<file path="config.mk">
export PLATFORM = sky130hd
export DESIGN_NAME = sleep_wake_reset_cause
export DESIGN_NICKNAME = d
export VERILOG_FILES = /design/src/logic/sleep_wake_pkg.sv /design/src/logic/watchdog_counter.sv /design/src/logic/wake_change_detect.sv /design/src/logic/sleep_wake_reset_cause.sv
export SDC_FILE = /design/constraint.sdc
export NUM_CORES = 1
export LEC_CHECK = 0
export BUFFER_PORTS_ARGS = -buffer_cell sky130_fd_sc_hd__buf_2
export CAP_MARGIN = 20
export CORE_MARGIN = 1
export CORE_UTILIZATION = 46
export DETAILED_ROUTE_END_ITERATION = 6
export PLACE_DENSITY_LB_ADDON = 0.1
export REMOVE_ABC_BUFFERS = 1
export SETUP_SLACK_MARGIN = 0.3
export SYNTH_ARGS = -nofsm -noshare
export SYNTH_HDL_FRONTEND = slang
export SYNTH_HIERARCHICAL = 1
export SYNTH_SLANG_ARGS = --single-unit
</file>
<file path="constraint.sdc">
create_clock -name I_CLOCK -period 2.4 [get_ports I_CLOCK]
set_input_delay 0.6 -clock I_CLOCK [delete_from_list [all_inputs] [get_ports I_CLOCK]]
set_output_delay 0.6 -clock I_CLOCK [all_outputs]
set_load 0.02 [all_outputs]
</file>
<file path="src/logic/sleep_wake_pkg.sv">
package sleep_wake_pkg;

   // Register byte addresses on the AXI4-Lite slave
   localparam logic [7:0]  OPTION_ADDR      = 8'h00;
   localparam logic [7:0]  STATUS_ADDR      = 8'h04;

   // Values after reset
   localparam logic [7:0]  OPTION_RESET     = 8'hff;

   // Bit positions of the status word
   localparam int          STATUS_PCWF_BIT  = 7;
   localparam int          STATUS_TO_BIT    = 4;
   localparam int          STATUS_PD_BIT    = 3;
   localparam int          STATUS_SLEEP_BIT = 0;

   // Watchdog timing, counted in watchdog oscillator ticks
   localparam int          WDT_PERIOD_MS    = 18;
   localparam int          WDT_OSC_KHZ      = 32;
   localparam int          WDT_TIMEOUT_TICKS = WDT_PERIOD_MS * WDT_OSC_KHZ;
   localparam int          WDT_CNT_W        = 10;
   localparam int          PRESCALE_W       = 7;
   localparam logic [WDT_CNT_W-1:0] WDT_CNT_TOP = WDT_CNT_W'(WDT_TIMEOUT_TICKS - 1);

   // AXI response codes
   localparam logic [1:0]  RESP_OKAY        = 2'h0;
   localparam logic [1:0]  RESP_SLVERR      = 2'h2;

   // Prescaler and option byte, bit 7 down to bit 0
   typedef struct packed {
      logic       pin_wake_enable_n;
      logic       pin_pullup_enable_n;
      logic       timer_clock_source;
      logic       timer_source_edge;
      logic       prescaler_assign;
      logic [2:0] prescale_rate;
   } option_t;

   // Reset-cause flags
   typedef struct packed {
      logic pin_change_wake_flag;
      logic timeout_flag_n;
      logic powerdown_flag_n;
   } reset_flags_t;

   localparam reset_flags_t FLAGS_POR = '{pin_change_wake_flag: 1'b0, timeout_flag_n: 1'b1,
                                          powerdown_flag_n: 1'b1};

   typedef enum logic {
      ST_AWAKE  = 1'b0,
      ST_ASLEEP = 1'b1
   } power_state_t;

endpackage

</file>
<file path="src/logic/watchdog_counter.sv">
`timescale 1ns/10ps
module watchdog_counter
   import sleep_wake_pkg::*;
(
   input  wire logic       i_clk,
   input  wire logic       i_rst_n,
   input  wire logic       i_tick,
   input  wire logic       i_clear,
   input  wire logic       i_enable,
   input  wire logic       i_prescale_assign,
   input  wire logic [2:0] i_prescale_rate,
   output logic            o_timeout
);
   logic [WDT_CNT_W-1:0]  cnt_r;
   logic [PRESCALE_W-1:0] pre_r;
   logic [7:0]            ratio;
   logic [PRESCALE_W-1:0] pre_top;
   logic                  step;

   // Prescaler terminal count; ratio 1:1 when the prescaler serves the timer
   assign ratio   = 8'h01 << i_prescale_rate;
   assign pre_top = PRESCALE_W'(ratio - 8'h01);
   assign step    = i_tick && (!i_prescale_assign || pre_r == pre_top);

   // Clear wins over a tick so a cleared watchdog never fires late
   // fuse stops counting
   always_ff @(posedge i_clk or negedge i_rst_n)
   begin
      if (!i_rst_n)
      begin
         cnt_r     <= '0;
         pre_r     <= '0;
         o_timeout <= 1'b0;
      end
      else
      begin
         o_timeout <= i_enable && !i_clear && step && cnt_r == WDT_CNT_TOP;
         if (i_clear || !i_enable)
         begin
            cnt_r <= '0;
            pre_r <= '0;
         end
         else if (i_tick)
         begin
            pre_r <= (step || !i_prescale_assign) ? '0 : pre_r + 1'b1;
            if (step)
               cnt_r <= (cnt_r == WDT_CNT_TOP) ? '0 : cnt_r + 1'b1;
         end
      end
   end
endmodule

</file>
<file path="src/logic/wake_change_detect.sv">
`timescale 1ns/10ps
module wake_change_detect
(
   input  wire logic       i_clk,
   input  wire logic       i_rst_n,
   input  wire logic [2:0] i_pins,
   input  wire logic       i_latch,
   input  wire logic [2:0] i_mask,
   output logic            o_change
);
   logic [2:0] latched_r;
   logic [2:0] differs;

   // One latch and comparator per wake pin
   genvar g;
   generate
      for (g = 0; g < 3; g++)
      begin : g_pin
         always_ff @(posedge i_clk or negedge i_rst_n)
         begin
            if (!i_rst_n)
               latched_r[g] <= 1'b0;
            else if (i_latch)
               latched_r[g] <= i_pins[g];
         end
         assign differs[g] = i_mask[g] && (i_pins[g] != latched_r[g]);
      end
   endgenerate

   // Registered so the change reads as a clean level
   always_ff @(posedge i_clk or negedge i_rst_n)
   begin
      if (!i_rst_n)
         o_change <= 1'b0;
      else
         o_change <= |differs;
   end

endmodule

</file>
<file path="src/logic/sleep_wake_reset_cause.sv">
`timescale 1ns/10ps
module sleep_wake_reset_cause
   import sleep_wake_pkg::*;
(
   input  wire logic        I_CLOCK,
   input  wire logic        I_RST_N,
   input  wire logic [7:0]  I_AXI_AWADDR,
   input  wire logic        I_AXI_AWVALID,
   output logic             O_AXI_AWREADY,
   input  wire logic [31:0] I_AXI_WDATA,
   input  wire logic [3:0]  I_AXI_WSTRB,
   input  wire logic        I_AXI_WVALID,
   output logic             O_AXI_WREADY,
   output logic [1:0]       O_AXI_BRESP,
   output logic             O_AXI_BVALID,
   input  wire logic        I_AXI_BREADY,
   input  wire logic [7:0]  I_AXI_ARADDR,
   input  wire logic        I_AXI_ARVALID,
   output logic             O_AXI_ARREADY,
   output logic [31:0]      O_AXI_RDATA,
   output logic [1:0]       O_AXI_RRESP,
   output logic             O_AXI_RVALID,
   input  wire logic        I_AXI_RREADY,
   input  wire logic        I_CLEAR_WATCHDOG,
   input  wire logic        I_SLEEP_EXEC,
   input  wire logic        I_PORT_ACCESS,
   input  wire logic [2:0]  I_WAKE_PINS,
   input  wire logic        I_MASTER_CLEAR_PIN_N,
   input  wire logic        I_MASTER_CLEAR_ENABLE,
   input  wire logic        I_WATCHDOG_ENABLE_FUSE,
   input  wire logic        I_WATCHDOG_OSC,
   input  wire logic [3:0]  I_PIN_OUT,
   input  wire logic [3:0]  I_PIN_OE_N,
   output logic [3:0]       O_PIN_OUT,
   output logic [3:0]       O_PIN_OE_N,
   output logic             O_OSC_DRIVE_EN,
   output logic             O_DEVICE_RESET,
   output logic             O_ASLEEP
);
   import sleep_wake_pkg::*;

   power_state_t state_r;
   power_state_t state_nxt;
   option_t      option_r;
   reset_flags_t flags_r;
   reset_flags_t flags_nxt;
   logic         osc_s1_r;
   logic         osc_s2_r;
   logic         osc_s3_r;
   logic         wdt_tick;
   logic         wdt_timeout;
   logic         wdt_clear;
   logic         pin_change;
   logic [2:0]   wake_mask;
   logic         asleep;
   logic         clear_active;
   logic         clear_active_r;
   logic         clear_fall;
   logic         ev_clear_sleep;
   logic         ev_clear_awake;
   logic         ev_wdt_sleep;
   logic         ev_wdt_awake;
   logic         ev_pin;
   logic         reset_event;
   logic         sleep_go;
   logic         aw_held_r;
   logic         w_held_r;
   logic [7:0]   awaddr_r;
   logic [31:0]  wdata_r;
   logic         wstrb0_r;
   logic         aw_take;
   logic         w_take;
   logic         wr_do;
   logic         wr_option;
   logic         ar_take;
   logic         rd_hit;
   logic [31:0]  rd_word;

   // Watchdog oscillator: two-flop synchroniser, third flop for the edge
   // asynchronous tick synchronised
   always_ff @(posedge I_CLOCK or negedge I_RST_N)
   begin
      if (!I_RST_N)
      begin
         osc_s1_r <= 1'b0;
         osc_s2_r <= 1'b0;
         osc_s3_r <= 1'b0;
      end
      else
      begin
         osc_s1_r <= I_WATCHDOG_OSC;
         osc_s2_r <= osc_s1_r;
         osc_s3_r <= osc_s2_r;
      end
   end
   assign wdt_tick = osc_s2_r && !osc_s3_r;

   // Watchdog cleared by instruction, sleep entry and every reset
   // clear on instruction
   assign wdt_clear = (I_CLEAR_WATCHDOG && !asleep) || sleep_go || reset_event || O_DEVICE_RESET;

   watchdog_counter u_watchdog (
      .i_clk             (I_CLOCK),
      .i_rst_n           (I_RST_N),
      .i_tick            (wdt_tick),
      .i_clear           (wdt_clear),
      .i_enable          (I_WATCHDOG_ENABLE_FUSE),
      .i_prescale_assign (option_r.prescaler_assign),
      .i_prescale_rate   (option_r.prescale_rate),
      .o_timeout         (wdt_timeout)
   );

   // Pin 3 doubles as the clear pin, so it cannot wake while serving that role
   // latch on port access
   assign wake_mask = option_r.pin_wake_enable_n ? 3'h0 : {!I_MASTER_CLEAR_ENABLE, 2'h3};

   wake_change_detect u_wake (
      .i_clk    (I_CLOCK),
      .i_rst_n  (I_RST_N),
      .i_pins   (I_WAKE_PINS),
      .i_latch  (I_PORT_ACCESS),
      .i_mask   (wake_mask),
      .o_change (pin_change)
   );

   // Reset sources in priority order: clear pin, watchdog, pin change
   // sleep exits
   assign asleep         = state_r == ST_ASLEEP;
   assign clear_active   = I_MASTER_CLEAR_ENABLE && !I_MASTER_CLEAR_PIN_N;
   assign clear_fall     = clear_active && !clear_active_r;
   assign ev_clear_sleep = clear_fall && asleep;
   assign ev_clear_awake = clear_fall && !asleep;
   assign ev_wdt_sleep   = wdt_timeout && asleep && !clear_active;
   assign ev_wdt_awake   = wdt_timeout && !asleep && !clear_active;
   assign ev_pin         = pin_change && asleep && !clear_active && !wdt_timeout;
   assign reset_event    = ev_clear_sleep || ev_clear_awake || ev_wdt_sleep || ev_wdt_awake || ev_pin;
   assign sleep_go       = I_SLEEP_EXEC && !asleep && !O_DEVICE_RESET && !clear_active && !reset_event;

   // Power state: sleeping stops on any reset event
   always_comb
   begin
      state_nxt = state_r;
      unique case (state_r)
         ST_AWAKE:
            if (sleep_go)
               state_nxt = ST_ASLEEP;
         ST_ASLEEP:
            if (reset_event)
               state_nxt = ST_AWAKE;
      endcase
   end

   // Reset-cause flags; unchanged unless a reset or sleep entry occurs
   // cause encoding
   always_comb
   begin
      flags_nxt = flags_r;
      if (ev_clear_sleep)
         flags_nxt = '{pin_change_wake_flag: 1'b0, timeout_flag_n: 1'b1, powerdown_flag_n: 1'b0};
      else if (ev_clear_awake)
         flags_nxt.pin_change_wake_flag = 1'b0;
      else if (ev_wdt_sleep)
         flags_nxt = '{pin_change_wake_flag: 1'b0, timeout_flag_n: 1'b0, powerdown_flag_n: 1'b0};
      else if (ev_wdt_awake)
      begin
         flags_nxt.pin_change_wake_flag = 1'b0;
         flags_nxt.timeout_flag_n       = 1'b0;
      end
      else if (ev_pin)
         flags_nxt = '{pin_change_wake_flag: 1'b1, timeout_flag_n: 1'b1, powerdown_flag_n: 1'b0};
      else if (sleep_go)
      begin
         flags_nxt.timeout_flag_n   = 1'b1;
         flags_nxt.powerdown_flag_n = 1'b0;
      end
   end

   // Flags move on the same edge that raises the device reset
   // power-up values
   always_ff @(posedge I_CLOCK or negedge I_RST_N)
   begin
      if (!I_RST_N)
      begin
         state_r        <= ST_AWAKE;
         flags_r        <= FLAGS_POR;
         clear_active_r <= 1'b0;
         O_DEVICE_RESET <= 1'b1;
      end
      else
      begin
         state_r        <= state_nxt;
         flags_r        <= flags_nxt;
         clear_active_r <= clear_active;
         O_DEVICE_RESET <= reset_event || clear_active;
      end
   end

   // Pins follow the core while awake and freeze at sleep entry
   // hold pin state
   always_ff @(posedge I_CLOCK or negedge I_RST_N)
   begin
      if (!I_RST_N)
      begin
         O_PIN_OUT  <= 4'h0;
         O_PIN_OE_N <= 4'hf;
      end
      else if (!asleep)
      begin
         O_PIN_OUT  <= I_PIN_OUT;
         O_PIN_OE_N <= I_PIN_OE_N;
      end
   end

   assign O_OSC_DRIVE_EN = !asleep;
   assign O_ASLEEP       = asleep;

   // AXI write: address and data taken in either order, one write at a time
   assign O_AXI_AWREADY = !aw_held_r && !O_AXI_BVALID;
   assign O_AXI_WREADY  = !w_held_r && !O_AXI_BVALID;
   assign aw_take       = I_AXI_AWVALID && O_AXI_AWREADY;
   assign w_take        = I_AXI_WVALID && O_AXI_WREADY;
   assign wr_do         = aw_held_r && w_held_r;
   assign wr_option     = wr_do && awaddr_r == OPTION_ADDR && wstrb0_r;

   always_ff @(posedge I_CLOCK or negedge I_RST_N)
   begin
      if (!I_RST_N)
      begin
         aw_held_r    <= 1'b0;
         w_held_r     <= 1'b0;
         awaddr_r     <= 8'h00;
         wdata_r      <= 32'h0000_0000;
         wstrb0_r     <= 1'b0;
         O_AXI_BVALID <= 1'b0;
         O_AXI_BRESP  <= RESP_OKAY;
      end
      else
      begin
         if (aw_take)
            awaddr_r <= I_AXI_AWADDR;
         if (w_take)
         begin
            wdata_r  <= I_AXI_WDATA;
            wstrb0_r <= I_AXI_WSTRB[0];
         end
         aw_held_r <= (aw_held_r || aw_take) && !wr_do;
         w_held_r  <= (w_held_r || w_take) && !wr_do;
         if (wr_do)
         begin
            O_AXI_BVALID <= 1'b1;
            O_AXI_BRESP  <= (awaddr_r == OPTION_ADDR || awaddr_r == STATUS_ADDR) ? RESP_OKAY : RESP_SLVERR;
         end
         else if (I_AXI_BREADY)
            O_AXI_BVALID <= 1'b0;
      end
   end

   // Option byte returns to all ones on every device reset
   always_ff @(posedge I_CLOCK or negedge I_RST_N)
   begin
      if (!I_RST_N)
         option_r <= option_t'(OPTION_RESET);
      else if (O_DEVICE_RESET)
         option_r <= option_t'(OPTION_RESET);
      else if (wr_option)
         option_r <= option_t'(wdata_r[7:0]);
   end

   // AXI read: one cycle answer, unmapped addresses give SLVERR
   assign O_AXI_ARREADY = !O_AXI_RVALID;
   assign ar_take       = I_AXI_ARVALID && O_AXI_ARREADY;
   assign rd_hit        = I_AXI_ARADDR == OPTION_ADDR || I_AXI_ARADDR == STATUS_ADDR;
   always_comb
   begin
      rd_word = 32'h0000_0000;
      if (I_AXI_ARADDR == OPTION_ADDR)
         rd_word[7:0] = option_r;
      else if (I_AXI_ARADDR == STATUS_ADDR)
      begin
         rd_word[STATUS_PCWF_BIT]  = flags_r.pin_change_wake_flag;
         rd_word[STATUS_TO_BIT]    = flags_r.timeout_flag_n;
         rd_word[STATUS_PD_BIT]    = flags_r.powerdown_flag_n;
         rd_word[STATUS_SLEEP_BIT] = asleep;
      end
   end

   always_ff @(posedge I_CLOCK or negedge I_RST_N)
   begin
      if (!I_RST_N)
      begin
         O_AXI_RVALID <= 1'b0;
         O_AXI_RDATA  <= 32'h0000_0000;
         O_AXI_RRESP  <= RESP_OKAY;
      end
      else if (ar_take)
      begin
         O_AXI_RVALID <= 1'b1;
         O_AXI_RDATA  <= rd_word;
         O_AXI_RRESP  <= rd_hit ? RESP_OKAY : RESP_SLVERR;
      end
      else if (I_AXI_RREADY)
         O_AXI_RVALID <= 1'b0;
   end
endmodule

</file>
==> metrics, run 1 <==
Setup TNS=0 ps; quantity of I/O buffers inserted on ports=75; Worst Path Required=~2700 ps; maximum clock rate=0.473 GHz; Clk pwr share=between 20% and 30%; switching power share of the total=32.1%; Routed Wire Length=7.62 mm; Primary FF master, synth=dfrtp_1; crit path DAT=2380 ps; CP delay by family, top=simple AND/OR/NAND/NOR gates; post-synthesis instance area=0.00383 sq mm; average wire per standard cell=13.6 microns; register clock-pin slew on the reported worst setup and hold paths=90 ps; buffers plus inverters on the worst setup path=0; CP peak stage delay=590 ps; worst-case vdd ir drop=0.000698 V; Site Rows=32; number of enable flip-flop cells after synthesis=0; router iterations before antenna repair=6; number of buffers added to fix hold violations after cts=0; via count of the first global-routing pass=approximately 2700; Async S/R FF share, synth=100%; min Tclk post-route=2120 ps; die extent in y=just over 90 microns; DRT iter0 DRCs=101; sequential fraction of the synthesis area=51.4%; power per cell area=735 mW/mm^2; Crit Path Max Fanout=7; worst slew slack as a fraction of its limit=63.3%; combinational share of power=about a quarter; Clock Tree Root=clkbuf_8; Critical Path End Type=flop; worst hold slack=192 ps; post-route antenna net violation count=0; number of synthesized register bits=a little under 80; Remaining DRCs=0; type of the tightest min-delay check=input pin to asynchronous set/reset pin; final hold vios=0; Max Cap Viol=0; Final HPWL DP=5.33 mm; Syn Inst Count=357; transition time of the tightest slew-check pin=550 ps; largest net degree at the start of global routing=46; vias=2864; residual overflow from global routing=0; Die Width=between 90 and 100 microns; cell taking the most area after synthesis=dfrtp_1; Avg Synthesized Cell Area=10.7 sq um; gp weighted congestion=0.828; most area-consuming cells after synthesis=dfrtp_1 41%, dfstp_2 10%, mux2_2 7.3%; Final Setup Violations=0; initial antenna violation count=0; count leader, synth=dfrtp_1; post-layout net count=534; overall routing resource usage=18.5%; Critical Path Source Type=flop; cell with the largest stage delay on the worst path=dfstp_2; Floorplan Core Area=0.00789 sq mm; Critical Setup Path Class=flop to flop; TritonCTS clock tree=done; starting density of the core=48.6%; top-area cell type share of the netlist area=approximately 40%; total die area=0.00871 sq mm; htree depth=3; Register-to-Register Setup Slack=280 ps; switching power summed over all nets=0.00112 W; static leakage=~2.2 nW; internal power consumption=0.00238 W; Final Cycle Share=88.2%; number of buffers on the longest clock path=2; final design utilization=60.5%; maximum clock skew at final layout=11.4 ps; number of distinct library cells after synthesis=54; Final Power=0.00351 W; relative area change from synthesis to final layout=24.4%; share of total power in sequential cells=48.6%; proportion of layout cells with a drive suffix above 1=42.0%; wire length of the first global-routing pass=12.6 mm; unrepaired setup endpoints after global routing=true; average vias per placed instance=5.10; outcome=finished, final reports clean; top-level port count=129; critical path cell sequence=or4b_4 -> o211ai_2 -> a22o_4 -> a21boi_4 -> or3_4 -> o31ai_2; number of diodes added for antenna fixing=0; Yosys warning count=6; Num CTS Buffers=9; most frequent cells after synthesis=63 x dfrtp_1, 30 x nand2_1, 29 x nor2_1; Max Transition Viols Final=0; Clk Latency, worst-skew pair=350 ps; number of clock sinks seen by CTS=~80
==> what timing repair did <==
item | CTS | global route
setup buffers | 6 | 3
endpoints found under the setup margin | 16 | 16
cloned | 0 | 0
gates resized for setup | 13 | 34
pin swaps | 6 | 18
==> area by class of cell <==
type	instances	area, sq um
clock buffer	9	124
sequential	78	1970
inverter	14	52.6
fill	672	3120
clock inverter	7	58.8
timing repair buffer	103	643
tap	102	128
multi-input combinational	249	1790
==> worst paths after layout <==
kind,to,cells after the start,from
max,u_watchdog/cnt_r[6],6,option_r[0]
min,wdata_r[5],1,I_RST_N
max reg2reg,u_watchdog/cnt_r[6],6,option_r[0]
min reg2reg,osc_s2_r,0,osc_s1_r
max in group asynchronous,O_DEVICE_RESET,2,I_RST_N
min in group I_CLOCK,osc_s2_r,0,osc_s1_r
==> flip-flops by register name, indices dropped and copies added (netlist names), 3 cells and up <==
signal,count
O_AXI_RDATA,8
O_PIN_OE_N,4
O_PIN_OUT,4
awaddr_r,8
flags_r,3
option_r,8
u_wake/latched_r,3
u_watchdog/cnt_r,10
u_watchdog/pre_r,7
wdata_r,8
==> metrics by stage <==
step	instances	setup WS (ps)	area, sq um
floorplan	341	-263	3660
global placement	537	-201	4330
detailed placement	537	-234	4330
CTS	559	276	4600
global route	562	213	4770
finish	562	284	4770
==> cells by family (layout without fill, tap and decap cells) <==
| family | Yosys count | in the layout | synth area share, % |
|---|---|---|---|
| flip-flops | 78 | 78 | 51.4 |
| XOR/XNOR | 6 | 6 | 1.37 |
| adder cells (fa/ha/maj) | 2 | 2 | 0.652 |
| multiplexers | 41 | 41 | 11.6 |
| other | 1 | 26 | 0.0978 |
| AO/OA/AOI/OAI | 59 | 59 | 11.0 |
| AND/OR/NAND/NOR | 115 | 115 | 15.6 |
| buffers and inverters | 55 | 133 | 8.25 |
==> layer usage <==
metal,GRT usage [%],up-vias,wire [microns]
li1,-,1400,-
met1,25.6,1368,3520
met2,28.8,86,3580
met5,0,-,0
met4,7.31,0,104
met3,3.25,10,406
==> placed cells by master, fill, tap and decap left out, types with 11 or more instances in the layout <==
cell,netlist,final
buf_2,4,74
buf_4,26,20
conb_1,1,26
dfrtp_1,63,63
dfstp_2,15,15
inv_1,14,14
mux2_2,25,25
mux2i_1,13,13
nand2_1,30,27
nand2b_1,12,11
nor2_1,29,28
==> power groups by stage <==
stage                     sequential, W  clock [W]  combinational, W
after floorplan                 0.00181          0          0.000501
after global placement          0.00172          0          0.000877
after detailed placement        0.00173          0          0.000889
after CTS                       0.00170   0.000928          0.000897
after global routing            0.00174   0.000985          0.000994
final                           0.00170   0.000900          0.000904
Note: power is estimated with default switching activity, not from simulation.
==> run 2: changes to the inputs <==
--- a/config.mk
+++ b/config.mk
@@ -10,7 +10,7 @@
 export CORE_MARGIN = 1
 export CORE_UTILIZATION = 46
 export DETAILED_ROUTE_END_ITERATION = 6
-export PLACE_DENSITY_LB_ADDON = 0.1
+export PLACE_DENSITY = 0.76
 export REMOVE_ABC_BUFFERS = 1
 export SETUP_SLACK_MARGIN = 0.3
 export SYNTH_ARGS = -nofsm -noshare
==> metrics, run 2 (synthesis gave the netlist of run 1 again) <==
router iterations before antenna repair=4 (-2); Site Rows=32 (unchanged); power per cell area=764 mW/mm^2 (+4.0%); outcome=finished, final reports clean; Num CTS Buffers=9 (unchanged); Critical Path End Type=flop; Clk Latency, worst-skew pair=360 ps (about the same); relative area change from synthesis to final layout=23.2%; Largest Register=u_watchdog/cnt_r; max FFs per register=10 (unchanged); Final HPWL DP=5.42 mm (+1.7%); gp weighted congestion=0.840 (+1.5%); Critical Setup Path Class=flop to flop; worst-case vdd ir drop=0.000638 V (-8.5%); leading cell type in the layout, fill and taps excluded=buf_2; Sequential cell area=0.00197 sq mm (unchanged); overall routing resource usage=18.3% (-0.11 points); Worst Path Required=2660 ps (about the same); initial antenna violation count=0 (unchanged); total die area=0.00871 sq mm (unchanged); residual overflow from global routing=0 (unchanged); proportion of layout cells with a drive suffix above 1=41.2% (-0.78 points); unrepaired setup endpoints after global routing=true; Worst R2R End=u_watchdog/cnt_r[6]; register clock-pin slew on the reported worst setup and hold paths=80 ps (about the same); critical path cell sequence=inv_1 -> a2111oi_2 -> o32a_1 -> a21boi_4 -> or3_4 -> o31ai_2; maximum clock skew at final layout=15.7 ps (+4.30 ps); number of buffers on the longest clock path=2 (unchanged); type of the tightest min-delay check=input pin to asynchronous set/reset pin; TritonCTS clock tree=done; post-layout net count=533 (-0.19%); average vias per placed instance=5.21 (+2.2%); CP peak stage delay=600 ps (about the same); commonest cells after routing, fill and taps aside=74 x buf_2, 63 x dfrtp_1, 28 x nor2_1, 28 x nand2_1, 26 x conb_1; DP Cell Count=534 (-0.56%); fillers=656 (-2.4%); Final Setup Violations=0 (unchanged); number of clock sinks seen by CTS=78 (unchanged); quantity of I/O buffers inserted on ports=75 (unchanged); pre-CTS setup slack=-305 ps (-70.3 ps); top-level port count=129 (unchanged); Critical Path Source Type=flop; htree depth=3 (unchanged); Register-to-Register Setup Slack=270 ps (about the same); Final Non-Filler Cells=561 (-0.18%); post-route antenna net violation count=0 (unchanged); final critical-path setup slack=271 ps (-13.6 ps); wire length of the first global-routing pass=12.5 mm (-0.87%); min Tclk post-route=2130 ps (+13.6 ps); Clock Tree Root=clkbuf_8; maximum clock rate=0.470 GHz (-0.64%); Die Width=93.3 microns (unchanged); final hold vios=0 (unchanged); launch point of the worst reg-to-reg path=option_r[1]; vias=2923 (+2.1%); starting density of the core=48.6% (unchanged); cell with the largest stage delay on the worst path=dfstp_2; Max Transition Viols Final=0 (unchanged); Max Cap Viol=0 (unchanged); average wire per standard cell=13.9 microns (+2.9%); Crit Path Max Fanout=7 (unchanged); Routed Wire Length=7.82 mm (+2.7%); area occupied by multi-input gates=0.00177 sq mm (-1.2%); crit path DAT=2390 ps (about the same); number of diodes added for antenna fixing=0 (unchanged); Floorplan Core Area=0.00789 sq mm (unchanged); cell count of the worst reg-to-reg path=6 (unchanged); DRT iter0 DRCs=140 (+39%); Remaining DRCs=0 (unchanged); static leakage=2.16 nW (-1.3%); via count of the first global-routing pass=2738 (+3.3%); largest net degree at the start of global routing=42 (-8.7%); Final Cycle Share=88.7% (+0.57 points); die extent in y=93.3 microns (unchanged)
## run 2: changes by cell type in the layout (fill, tap and decap cells not counted), sizes merged
cell | previous run | this run
clkinv | 4 | 2
buf | 103 | 102
bufinv | 0 | 1
clkbuf | 9 | 10
clkinvlp | 2 | 1
inv | 15 | 16
## run 2: where the power goes
| group | switching, W | internal, W | total (W) |
|---|---|---|---|
| registers | 0.000138 | 0.00157 | 0.00171 |
| clock network | 0.000500 | 0.000488 | 0.000988 |
| logic | 0.000485 | 0.000425 | 0.000910 |
| total | 0.00112 | 0.00249 | 0.00361 |
## run 2: worst max path at each step
| stage | from | to | depth (start not counted) |
|---|---|---|---|
| 3_3_place_gp | I_MASTER_CLEAR_ENABLE | u_watchdog/cnt_r[6] | 8 |
| 2_1_floorplan | O_ASLEEP | u_watchdog/pre_r[3] | 7 |
| 6_report | option_r[1] | u_watchdog/cnt_r[6] | 6 |
| 5_1_grt | u_watchdog/cnt_r[0] | u_watchdog/cnt_r[3] | 7 |
| 3_5_place_dp | I_MASTER_CLEAR_ENABLE | u_watchdog/cnt_r[6] | 8 |
| 4_1_cts | u_wake/o_change | u_watchdog/cnt_r[6] | 7 |
## run 2: critical path, delay by kind of cell (launching register included)
family	cells	cell delay, ps
compound gates	4	910
flops	1	600
simple gates	1	450
buf+inv	1	70
## run 2: layer usage
metal	up-vias	GRT usage, %	share of wire [%]
li1	1401	-	-
met1	1397	23.8	44
met2	110	29.2	48
met3	15	4.96	6.4
met4	0	7.31	1.7
met5	-	0	0
## run 2: cell type report
type	instances	share of cell area, %
Clock inverter	6	1.46
Sequential cell	78	41.7
Tap cell	102	2.70
Multi-Input combinational cell	249	37.5
Timing Repair Buffer	102	12.8
Inverter	14	1.11
Clock buffer	10	2.70
## run 2: timing repair
item / in CTS / in global routing
endpoints found under the hold margin: 0 / 0
pin swaps: 4 / 12
gates cloned: 0 / 1
resized for setup: 12 / 25
hold buffers: 0 / 0
setup endpoints to repair: 18 / 18
buffers inserted: 6 / 4
## run 2: per-stage QoR
stage / hold slack, ps / instance area (sq um) / setup TNS [ps] / util (%) / total power, W
global route: 238 / 4720 / 0 / 59.9 / 0.00382
floorplan: 304 / 3660 / -2380 / - / 0.00231
global placement: 332 / 4300 / -1870 / 54.6 / 0.00258
CTS: 214 / 4580 / 0 / 58.1 / 0.00363
finish: 205 / 4720 / 0 / 59.9 / 0.00361
detailed placement: 354 / 4300 / -2410 / 54.6 / 0.00263
